===== config.mk =====
export PLATFORM = sky130hd
export DESIGN_NAME = vcfc_regs
export DESIGN_NICKNAME = d
export VERILOG_FILES = /design/src/vcfc_clamp_pulse.v /design/src/vcfc_regs.v
export VERILOG_INCLUDE_DIRS = /design/src /design/src/src
export SDC_FILE = /design/constraint.sdc
export NUM_CORES = 1
export LEC_CHECK = 0
export BUFFER_PORTS_ARGS = -buffer_cell sky130_fd_sc_hd__buf_4
export CAP_MARGIN = 30
export CORE_UTILIZATION = 56
export CTS_CLUSTER_DIAMETER = 60
export DETAILED_ROUTE_END_ITERATION = 10
export HOLD_SLACK_MARGIN = 0.03
export PLACE_DENSITY = 0.81
export SYNTH_ARGS = -nofsm -noshare
export SYNTH_HDL_FRONTEND = slang
export SYNTH_HIERARCHICAL = 1
export SYNTH_SLANG_ARGS = --single-unit

===== constraint.sdc =====
create_clock -name core_clk -period 6.1 [get_ports core_clk]
set_input_delay 1.83 -clock core_clk [delete_from_list [all_inputs] [get_ports core_clk]]
set_output_delay 1.83 -clock core_clk [all_outputs]
set_load 0.01 [all_outputs]

===== src/vcfc_defines.vh =====
// Constants of the video clamp and shaping filter configuration block.
// Assumes a 100 MHz core clock and an Avalon-MM slave with byte addresses.
//
// Contract
// - Revision identifier is read-only, writes ignored.
// - Override bit forces sync and field drivers active.
// - Fine clamp code gives 16/32/64/128 cycles.
// - Fast clamp code gives 16/32/64/128 cycles.
// - Current clamp enable switches current sources.
// - Voltage clamp enable switches voltage clamp.
// - Twelve-bit offset split high nibble, low byte.
// - Mode bit selects automatic or manual offset.
// - Manual offset applies to chroma only.
// - Freeze bit holds the clamp loop correction.
// - Timing field sets loop time constant.
// - Luma codes select notch and S-video filters.
// - Upper luma codes select NTSC notches, S-video 18.
// - Chroma field selects auto or fixed low-pass.
// - Auto chroma choice follows the scaling factor.
// - Decoder status register is read-only.
// - Status bits: lock, sticky lost lock, flags.
`ifndef VCFC_DEFINES_VH
`define VCFC_DEFINES_VH

// Register indices; the byte address is four times the index.
`define VCFC_IDX_STATUS 6'h10
`define VCFC_IDX_REVISION 6'h11
`define VCFC_IDX_TIMING 6'h13
`define VCFC_IDX_ACLAMP 6'h14
`define VCFC_IDX_DCLAMP_HI 6'h15
`define VCFC_IDX_DCLAMP_LO 6'h16
`define VCFC_IDX_FILTER 6'h17
`define VCFC_IDX_IRQ_STATUS 6'h20
`define VCFC_IDX_IRQ_ENABLE 6'h21
`define VCFC_IDX_IRQ_CLEAR 6'h22

// Reset values.
`define VCFC_RST_TIMING 8'h45
`define VCFC_RST_ACLAMP 8'h00
`define VCFC_RST_DCLAMP_HI 8'h00
`define VCFC_RST_DCLAMP_LO 8'h00
`define VCFC_RST_FILTER 8'h00

// Field positions.
`define VCFC_TIM_FORCE_BIT 1
`define VCFC_ACL_MASK 8'h3f
`define VCFC_ACL_CCL_BIT 4
`define VCFC_ACL_VCL_BIT 5
`define VCFC_DCH_OFS_MSB 3
`define VCFC_DCH_FREEZE_BIT 4
`define VCFC_DCH_TC_LSB 5
`define VCFC_DCH_MODE_BIT 7
`define VCFC_FLT_CHROMA_LSB 5

// Codes.
`define VCFC_LUMA_UNUSED 5'h1e
`define VCFC_CHROMA_AUTO_NARROW 3'h0
`define VCFC_CHROMA_AUTO_WIDE 3'h1
`define VCFC_CHROMA_FIXED1 3'h2
`define VCFC_CLAMP_MIN_LEN 8'h10
`define VCFC_CHROMA_TARGET 12'h800

// Loop time constants in milliseconds and clock rate in kHz.
`define VCFC_CLK_KHZ 100000
`define VCFC_TC_SLOW_MS 1000
`define VCFC_TC_MED_MS 500
`define VCFC_TC_FAST_MS 100

`endif


===== src/vcfc_clamp_pulse.v =====
// One clamp current pulse generator with a coded length.
// Assumes start is a one-cycle pulse on core_clk.
`timescale 1ns/1ps
`include "vcfc_defines.vh"
module vcfc_clamp_pulse (
	// Clock and reset.
	input wire core_clk,
	input wire sys_rst,
	// Control.
	input wire start,
	input wire enable,
	input wire [1:0] length_code,
	// Current source drive.
	output reg active
);
	reg [7:0] count;
	wire [7:0] length;

	// Length is 16 shifted left by the code.
	assign length = `VCFC_CLAMP_MIN_LEN << length_code;

	always @(posedge core_clk or posedge sys_rst) begin
		if (sys_rst) begin
			count <= 8'h00;
			active <= 1'b0;
		end else if (!enable) begin
			count <= 8'h00;
			active <= 1'b0;
		end else if (start) begin
			count <= length - 8'h01;
			active <= 1'b1;
		end else if (count != 8'h00) begin
			count <= count - 8'h01;
		end else begin
			active <= 1'b0;
		end
	end
endmodule


===== src/vcfc_regs.v =====
// Configuration and status register bank of the video clamp and filter block.
// Assumes decoder core flags arrive on core_clk; the output-enable pin is asynchronous.
`timescale 1ns/1ps
`include "vcfc_defines.vh"
module vcfc_regs #(
	parameter [7:0] REVISION_ID = 8'h5a,
	parameter [31:0] TC_SLOW_CYC = `VCFC_TC_SLOW_MS * `VCFC_CLK_KHZ,
	parameter [31:0] TC_MED_CYC = `VCFC_TC_MED_MS * `VCFC_CLK_KHZ,
	parameter [31:0] TC_FAST_CYC = `VCFC_TC_FAST_MS * `VCFC_CLK_KHZ,
	parameter [11:0] SCALE_HEAVY = 12'h800
) (
	// Clock and reset.
	input wire core_clk,
	input wire sys_rst,
	// Avalon-MM slave.
	input wire [7:0] avs_address,
	input wire avs_read,
	input wire avs_write,
	input wire [3:0] avs_byteenable,
	input wire [31:0] avs_writedata,
	output reg [31:0] avs_readdata,
	output wire avs_waitrequest,
	// Interrupt.
	output wire irq,
	// Decoder core status.
	input wire in_lock,
	input wire fsc_lock,
	input wire field_50hz,
	input wire adc_underflow,
	input wire adc_overflow,
	input wire white_peak,
	input wire color_kill,
	// Timing output drivers.
	input wire output_enable_n,
	input wire timing_output_disable,
	output wire timing_output_drive,
	// Analog clamp.
	input wire clamp_start,
	output wire fine_clamp_on,
	output wire fast_clamp_on,
	output wire current_clamp_enable,
	output wire voltage_clamp_enable,
	// Digital clamp data path.
	input wire video_quality_setting,
	input wire [11:0] adc_luma,
	input wire [11:0] adc_chroma,
	output reg [11:0] core_luma,
	output reg [11:0] core_chroma,
	output reg [11:0] clamp_correction,
	// Shaping filters.
	input wire [11:0] scaling_factor,
	output wire [4:0] luma_filter_select,
	output wire luma_filter_valid,
	output reg [2:0] chroma_filter_active
);
	reg [7:0] timing_reg;
	reg [7:0] aclamp_reg;
	reg [7:0] dclamp_hi;
	reg [7:0] dclamp_lo;
	reg [7:0] filter_reg;
	reg lost_lock;
	reg [3:0] irq_status;
	reg [3:0] irq_enable;
	reg ack;
	reg oe_meta;
	reg oe_sync;
	reg in_lock_d;
	reg fsc_lock_d;
	reg [31:0] tc_count;
	reg [11:0] next_chroma;
	reg [7:0] read_mux;
	wire req;
	wire [5:0] idx;
	wire addr_ok;
	wire wr_en;
	wire rd_en;
	wire [3:0] events;
	wire [3:0] irq_clear;
	wire lost_lock_event;
	wire timing_force;
	wire digital_clamp_mode;
	wire digital_clamp_freeze;
	wire [1:0] digital_clamp_time_constant;
	wire [11:0] digital_clamp_offset;
	wire [2:0] chroma_filter_select;
	wire [31:0] tc_limit;
	wire loop_tick;
	wire loop_hold;

	// Bus handshake: each access waits one cycle, then completes.
	assign req = avs_read | avs_write;
	assign avs_waitrequest = req & ~ack;
	assign idx = avs_address[7:2];
	assign addr_ok = avs_address[1:0] == 2'b00;
	// A write commits at the edge where the master already sees waitrequest low.
	assign wr_en = avs_write & ack & addr_ok & avs_byteenable[0];
	// Read data is registered in the wait cycle and stands through the answer cycle.
	assign rd_en = avs_read & ~ack;

	always @(posedge core_clk or posedge sys_rst) begin
		if (sys_rst) begin
			ack <= 1'b0;
		end else begin
			ack <= req & ~ack;
		end
	end

	// Field views of the configuration registers.
	assign timing_force = timing_reg[`VCFC_TIM_FORCE_BIT];
	assign current_clamp_enable = aclamp_reg[`VCFC_ACL_CCL_BIT];
	assign voltage_clamp_enable = aclamp_reg[`VCFC_ACL_VCL_BIT];
	assign digital_clamp_offset = {dclamp_hi[`VCFC_DCH_OFS_MSB:0], dclamp_lo};
	assign digital_clamp_freeze = dclamp_hi[`VCFC_DCH_FREEZE_BIT];
	assign digital_clamp_time_constant = dclamp_hi[`VCFC_DCH_TC_LSB+1:`VCFC_DCH_TC_LSB];
	assign digital_clamp_mode = dclamp_hi[`VCFC_DCH_MODE_BIT];
	assign luma_filter_select = filter_reg[4:0];
	assign luma_filter_valid = filter_reg[4:0] != `VCFC_LUMA_UNUSED;
	assign chroma_filter_select = filter_reg[7:`VCFC_FLT_CHROMA_LSB];

	// Register writes; the revision and status words have no write path.
	// Reserved bits outside the analog clamp and interrupt enable words are stored as written.
	always @(posedge core_clk or posedge sys_rst) begin
		if (sys_rst) begin
			timing_reg <= `VCFC_RST_TIMING;
			aclamp_reg <= `VCFC_RST_ACLAMP;
			dclamp_hi <= `VCFC_RST_DCLAMP_HI;
			dclamp_lo <= `VCFC_RST_DCLAMP_LO;
			filter_reg <= `VCFC_RST_FILTER;
			irq_enable <= 4'h0;
		end else if (wr_en) begin
			case (idx)
				`VCFC_IDX_TIMING: begin
					timing_reg <= avs_writedata[7:0];
				end
				`VCFC_IDX_ACLAMP: begin
					// Reserved top bits are kept at zero.
					aclamp_reg <= avs_writedata[7:0] & `VCFC_ACL_MASK;
				end
				`VCFC_IDX_DCLAMP_HI: begin
					dclamp_hi <= avs_writedata[7:0];
				end
				`VCFC_IDX_DCLAMP_LO: begin
					dclamp_lo <= avs_writedata[7:0];
				end
				`VCFC_IDX_FILTER: begin
					filter_reg <= avs_writedata[7:0];
				end
				`VCFC_IDX_IRQ_ENABLE: begin
					irq_enable <= avs_writedata[3:0];
				end
				default: begin
					timing_reg <= timing_reg;
				end
			endcase
		end
	end

	// Read multiplexer; unmapped addresses read as zero.
	always @* begin
		read_mux = 8'h00;
		if (addr_ok) begin
			case (idx)
				`VCFC_IDX_STATUS: begin
					read_mux = {color_kill, white_peak, adc_overflow, adc_underflow,
						field_50hz, fsc_lock, lost_lock, in_lock};
				end
				`VCFC_IDX_REVISION: begin
					read_mux = REVISION_ID;
				end
				`VCFC_IDX_TIMING: begin
					read_mux = timing_reg;
				end
				`VCFC_IDX_ACLAMP: begin
					read_mux = aclamp_reg;
				end
				`VCFC_IDX_DCLAMP_HI: begin
					read_mux = dclamp_hi;
				end
				`VCFC_IDX_DCLAMP_LO: begin
					read_mux = dclamp_lo;
				end
				`VCFC_IDX_FILTER: begin
					read_mux = filter_reg;
				end
				`VCFC_IDX_IRQ_STATUS: begin
					read_mux = {4'h0, irq_status};
				end
				`VCFC_IDX_IRQ_ENABLE: begin
					read_mux = {4'h0, irq_enable};
				end
				default: begin
					read_mux = 8'h00;
				end
			endcase
		end
	end

	always @(posedge core_clk or posedge sys_rst) begin
		if (sys_rst) begin
			avs_readdata <= 32'h0000_0000;
		end else if (rd_en) begin
			avs_readdata <= {24'h00_0000, read_mux};
		end
	end

	// Lost-lock flag is sticky until the status word is read; a new loss wins.
	assign lost_lock_event = in_lock_d & ~in_lock;

	always @(posedge core_clk or posedge sys_rst) begin
		if (sys_rst) begin
			in_lock_d <= 1'b0;
			fsc_lock_d <= 1'b0;
			lost_lock <= 1'b0;
		end else begin
			in_lock_d <= in_lock;
			fsc_lock_d <= fsc_lock;
			if (lost_lock_event) begin
				lost_lock <= 1'b1;
			end else if (rd_en && addr_ok && idx == `VCFC_IDX_STATUS) begin
				lost_lock <= 1'b0;
			end
		end
	end

	// Interrupt status: lock lost, subcarrier lock lost, underflow, overflow.
	assign events = {adc_overflow, adc_underflow, fsc_lock_d & ~fsc_lock, lost_lock_event};
	assign irq_clear = (wr_en && idx == `VCFC_IDX_IRQ_CLEAR) ? avs_writedata[3:0] : 4'h0;

	always @(posedge core_clk or posedge sys_rst) begin
		if (sys_rst) begin
			irq_status <= 4'h0;
		end else begin
			irq_status <= (irq_status & ~irq_clear) | events;
		end
	end

	assign irq = |(irq_status & irq_enable);

	// Output-enable pin synchroniser.
	always @(posedge core_clk or posedge sys_rst) begin
		if (sys_rst) begin
			oe_meta <= 1'b1;
			oe_sync <= 1'b1;
		end else begin
			oe_meta <= output_enable_n;
			oe_sync <= oe_meta;
		end
	end

	assign timing_output_drive = timing_force | (~oe_sync & ~timing_output_disable);

	// Clamp current pulses, gated by the current clamp enable.
	// A disable ends a pulse in progress; both pulses share one start strobe.
	vcfc_clamp_pulse u_fine (
		.core_clk(core_clk),
		.sys_rst(sys_rst),
		.start(clamp_start),
		.enable(current_clamp_enable),
		.length_code(aclamp_reg[1:0]),
		.active(fine_clamp_on)
	);

	vcfc_clamp_pulse u_fast (
		.core_clk(core_clk),
		.sys_rst(sys_rst),
		.start(clamp_start),
		.enable(current_clamp_enable),
		.length_code(aclamp_reg[3:2]),
		.active(fast_clamp_on)
	);

	// Loop update interval from the time constant field.
	assign tc_limit = (digital_clamp_time_constant == 2'b00) ? TC_SLOW_CYC :
		(digital_clamp_time_constant == 2'b01) ? TC_MED_CYC :
		(digital_clamp_time_constant == 2'b10) ? TC_FAST_CYC :
		(video_quality_setting ? TC_SLOW_CYC : TC_FAST_CYC);
	assign loop_tick = tc_count >= tc_limit - 32'h0000_0001;
	// Freeze and manual mode park the interval counter at zero.
	assign loop_hold = digital_clamp_freeze | digital_clamp_mode;

	always @(posedge core_clk or posedge sys_rst) begin
		if (sys_rst) begin
			tc_count <= 32'h0000_0000;
		end else if (loop_hold || loop_tick) begin
			tc_count <= 32'h0000_0000;
		end else begin
			tc_count <= tc_count + 32'h0000_0001;
		end
	end

	// Automatic loop steps the chroma correction towards the black target.
	always @(posedge core_clk or posedge sys_rst) begin
		if (sys_rst) begin
			clamp_correction <= 12'h000;
		end else if (digital_clamp_freeze) begin
			clamp_correction <= clamp_correction;
		end else if (!digital_clamp_mode && loop_tick) begin
			if (adc_chroma + clamp_correction > `VCFC_CHROMA_TARGET) begin
				clamp_correction <= clamp_correction - 12'h001;
			end else if (adc_chroma + clamp_correction < `VCFC_CHROMA_TARGET) begin
				clamp_correction <= clamp_correction + 12'h001;
			end
		end
	end

	// Offset source: manual offset or loop correction, chroma only.
	always @* begin
		next_chroma = adc_chroma + clamp_correction;
		if (digital_clamp_mode) begin
			next_chroma = adc_chroma + digital_clamp_offset;
		end
	end

	always @(posedge core_clk or posedge sys_rst) begin
		if (sys_rst) begin
			core_luma <= 12'h000;
			core_chroma <= 12'h000;
		end else begin
			core_luma <= adc_luma;
			core_chroma <= next_chroma;
		end
	end

	// Chroma filter: automatic codes pick by scaling factor.
	// The choice is registered, so a new scaling factor shows one cycle later.
	always @(posedge core_clk or posedge sys_rst) begin
		if (sys_rst) begin
			chroma_filter_active <= `VCFC_CHROMA_AUTO_NARROW;
		end else if (chroma_filter_select == `VCFC_CHROMA_AUTO_NARROW ||
			chroma_filter_select == `VCFC_CHROMA_AUTO_WIDE) begin
			if (scaling_factor >= SCALE_HEAVY) begin
				chroma_filter_active <= `VCFC_CHROMA_FIXED1;
			end else begin
				chroma_filter_active <= chroma_filter_select;
			end
		end else begin
			chroma_filter_active <= chroma_filter_select;
		end
	end
endmodule


==> run metrics <==
status=complete, but fails checks; failing checks=design-rule violations; mean routed wirelength per cell=16.9 microns; R2R cell count=18; Synth Register Bits=149; Clock Tree Buf Depth=2; CORE AREA=14800 sq um; Layout area overhead=19.2%; max reg flops=32; Biggest register=tc_count; CTS resizes=0; minimum clock period=5770 ps; HP Class=reg -> reg; number of flops mapped to enable cells by yosys=0; ys async rst share=100%; die width=126 microns; number of nets in the layout=1101; Skew-Pair Late Insertion Delay=420 ps; worst-margin pin slew=982 ps; first-pass GRT wire length=32100 microns; Final Cycle Share=94.6%; CTS root buf=clkbuf_16; fin util=69.2%; relative slew slack=34.5%; max-cap violations=0; fin. max-slew vios=0; die area=15800 sq um; Post-DP HPWL=14000 microns; sequential area share after synthesis=43.6%; type of origin of the critical path=input port; Post-Syn Instances=820; initial core utilization=58.0%; maximum fanout along the worst path=4; post-CTS setup buffers=0; fraction of layout cells with a size suffix above 1=25.2%; TritonCTS clock tree=built; WS Path Type=in -> reg; GPL Wtd Cong=0.888; pre-CTS setup slack=-123 ps; IO buf count=116; Final Non-Filler Cells=1145; Final TNS setup=0 ps; DR pass1 iterations=8; total CTS buffers=17; dominant synthesized flop cell=dfrtp_1; Netlist cell types=70; Worst setup EP type=flip-flop; grt ovf=0; most frequent cells in the layout=dfrtp_1, buf_4, nor2_1, nand2_1, ha_1; Hold Startpoint=oe_meta; initial antenna violation count=0; number of global-route vias before repair=6447; GRT Util Overall=25.9%; die height=126 microns; DRC violations left=9; Mapped Area=8560 sq um; commonest non-fill, non-tap cell in the layout=dfrtp_1; Max Clk Rate=0.173 GHz; DRT iter0 DRCs=405; WHS Endpoint=oe_sync; Reg clk slew, reported paths=60 ps; post-route ant nets=0; syn_area_per_cell=10.4 sq um; num ports=179; Hold Path Cell Cnt=0; Hold Buf Count CTS=0; final setup margin=327 ps; clock tree sinks=149; FF-to-FF Start=clamp_correction[0]; Row Count=44; clock skew=5.89 ps; vias=6628; pwr/cell area=420 nW/um^2; r2r endpoint=clamp_correction[10]; final hold slack=357 ps; data required time of the worst path=6400 ps; Leakage=4.96 nW; Final Hold Vio Count=0; largest net degree at the start of global routing=48; final wirelength=19400 microns; Via density=5.79; worst path arrival time=6070 ps; Cells after DPL=1113; diode count=0; reg2reg setup slack=1410 ps; RSZ-0062 raised after global routing=false; Setup Viol. Count Final=0; CTS H-tree lvls=4; YS warnings=6; peak supply drop=0.548 mV
-- Yosys cell counts, types with 21 or more instances --
master | number | share of area [%]
nand3_1 | 21 | 1.2
nor2_1 | 70 | 3.1
dfrtp_1 | 144 | 42
o21ai_0 | 38 | 2.2
ha_1 | 55 | 8.0
buf_4 | 31 | 2.7
xor2_1 | 25 | 2.6
a21oi_1 | 31 | 1.8
xnor2_1 | 30 | 3.1
mux2_2 | 47 | 6.2
inv_1 | 36 | 1.6
nand2_1 | 70 | 3.1
-- routing by layer --
layer	part of all wire [%]	GRT usage [%]	wire [microns]	up-vias
met5	0	0	0	-
met4	1.9	8.32	364	0
met3	5.3	5.78	1030	30
met2	50	43.6	9690	205
met1	43	33.5	8300	3262
li1	-	-	-	3131
-- where the power goes --
group	internal (mW)	switching, mW	total [mW]	leakage, nW
registers	1.11	0.0812	1.19	1.93
logic	0.985	0.960	1.95	2.72
clock network	0.737	0.413	1.15	0.302
-- kinds of logic after synthesis --
family | count (synthesis) | share of synthesized area (%)
other | 1 | 0.0438
DFF | 149 | 43.6
and+or+nand+nor | 243 | 13.7
buffers and inverters | 83 | 5.08
adders and majority gates | 58 | 8.74
muxes | 64 | 9.45
xor gates and xnor gates | 55 | 5.63
AOI/OAI and AO/OA | 167 | 13.7
-- worst max-delay path by stage --
| stage | depth (start not counted) | from | end | slack, ps |
|---|---|---|---|---|
| 2_1_floorplan | 18 | adc_chroma[0] | clamp_correction[8] | 450 |
| 3_3_place_gp | 19 | adc_chroma[0] | clamp_correction[8] | -0.02 |
| 3_5_place_dp | 19 | adc_chroma[0] | clamp_correction[8] | -120 |
| 4_1_cts | 19 | adc_chroma[0] | clamp_correction[8] | 320 |
| 5_1_grt | 19 | adc_chroma[0] | clamp_correction[10] | 40 |
| 6_report | 19 | adc_chroma[0] | clamp_correction[10] | 330 |
-- worst max-delay path, stage by stage --
cell	delay, ps
buf_4	120
ha_1	210
fa_1	420
a21o_1	220
a211o_1	320
a221oi_1	350
o2111ai_1	190
a2111o_1	400
nand2_1	140
inv_1	100
ha_1	290
nor2b_1	130
o21ai_0	250
a21boi_0	160
o21ai_0	240
a21oi_1	160
o2111ai_1	210
nor3b_1	210
mux2i_1	100
-- metrics by stage --
| stage | instance area [sq um] | total power, mW |
|---|---|---|
| 3_3_place_gp | 9560 | 3.08 |
| 2_1_floorplan | 8670 | 2.64 |
| 3_5_place_dp | 9560 | 3.15 |
| 4_1_cts | 10200 | 4.30 |
| 6_report | 10200 | 4.29 |
| 5_1_grt | 10200 | 4.58 |
-- layout make-up --
cell class	count	area, sq um
Inverter	36	138
Multi-Input combinational cell	616	4500
Clock inverter	12	203
Timing Repair Buffer	128	961
Tap cell	184	230
Fill cell	1092	4540
Sequential cell	149	3730
Clock buffer	20	447
(Power assumes the default switching activity.)
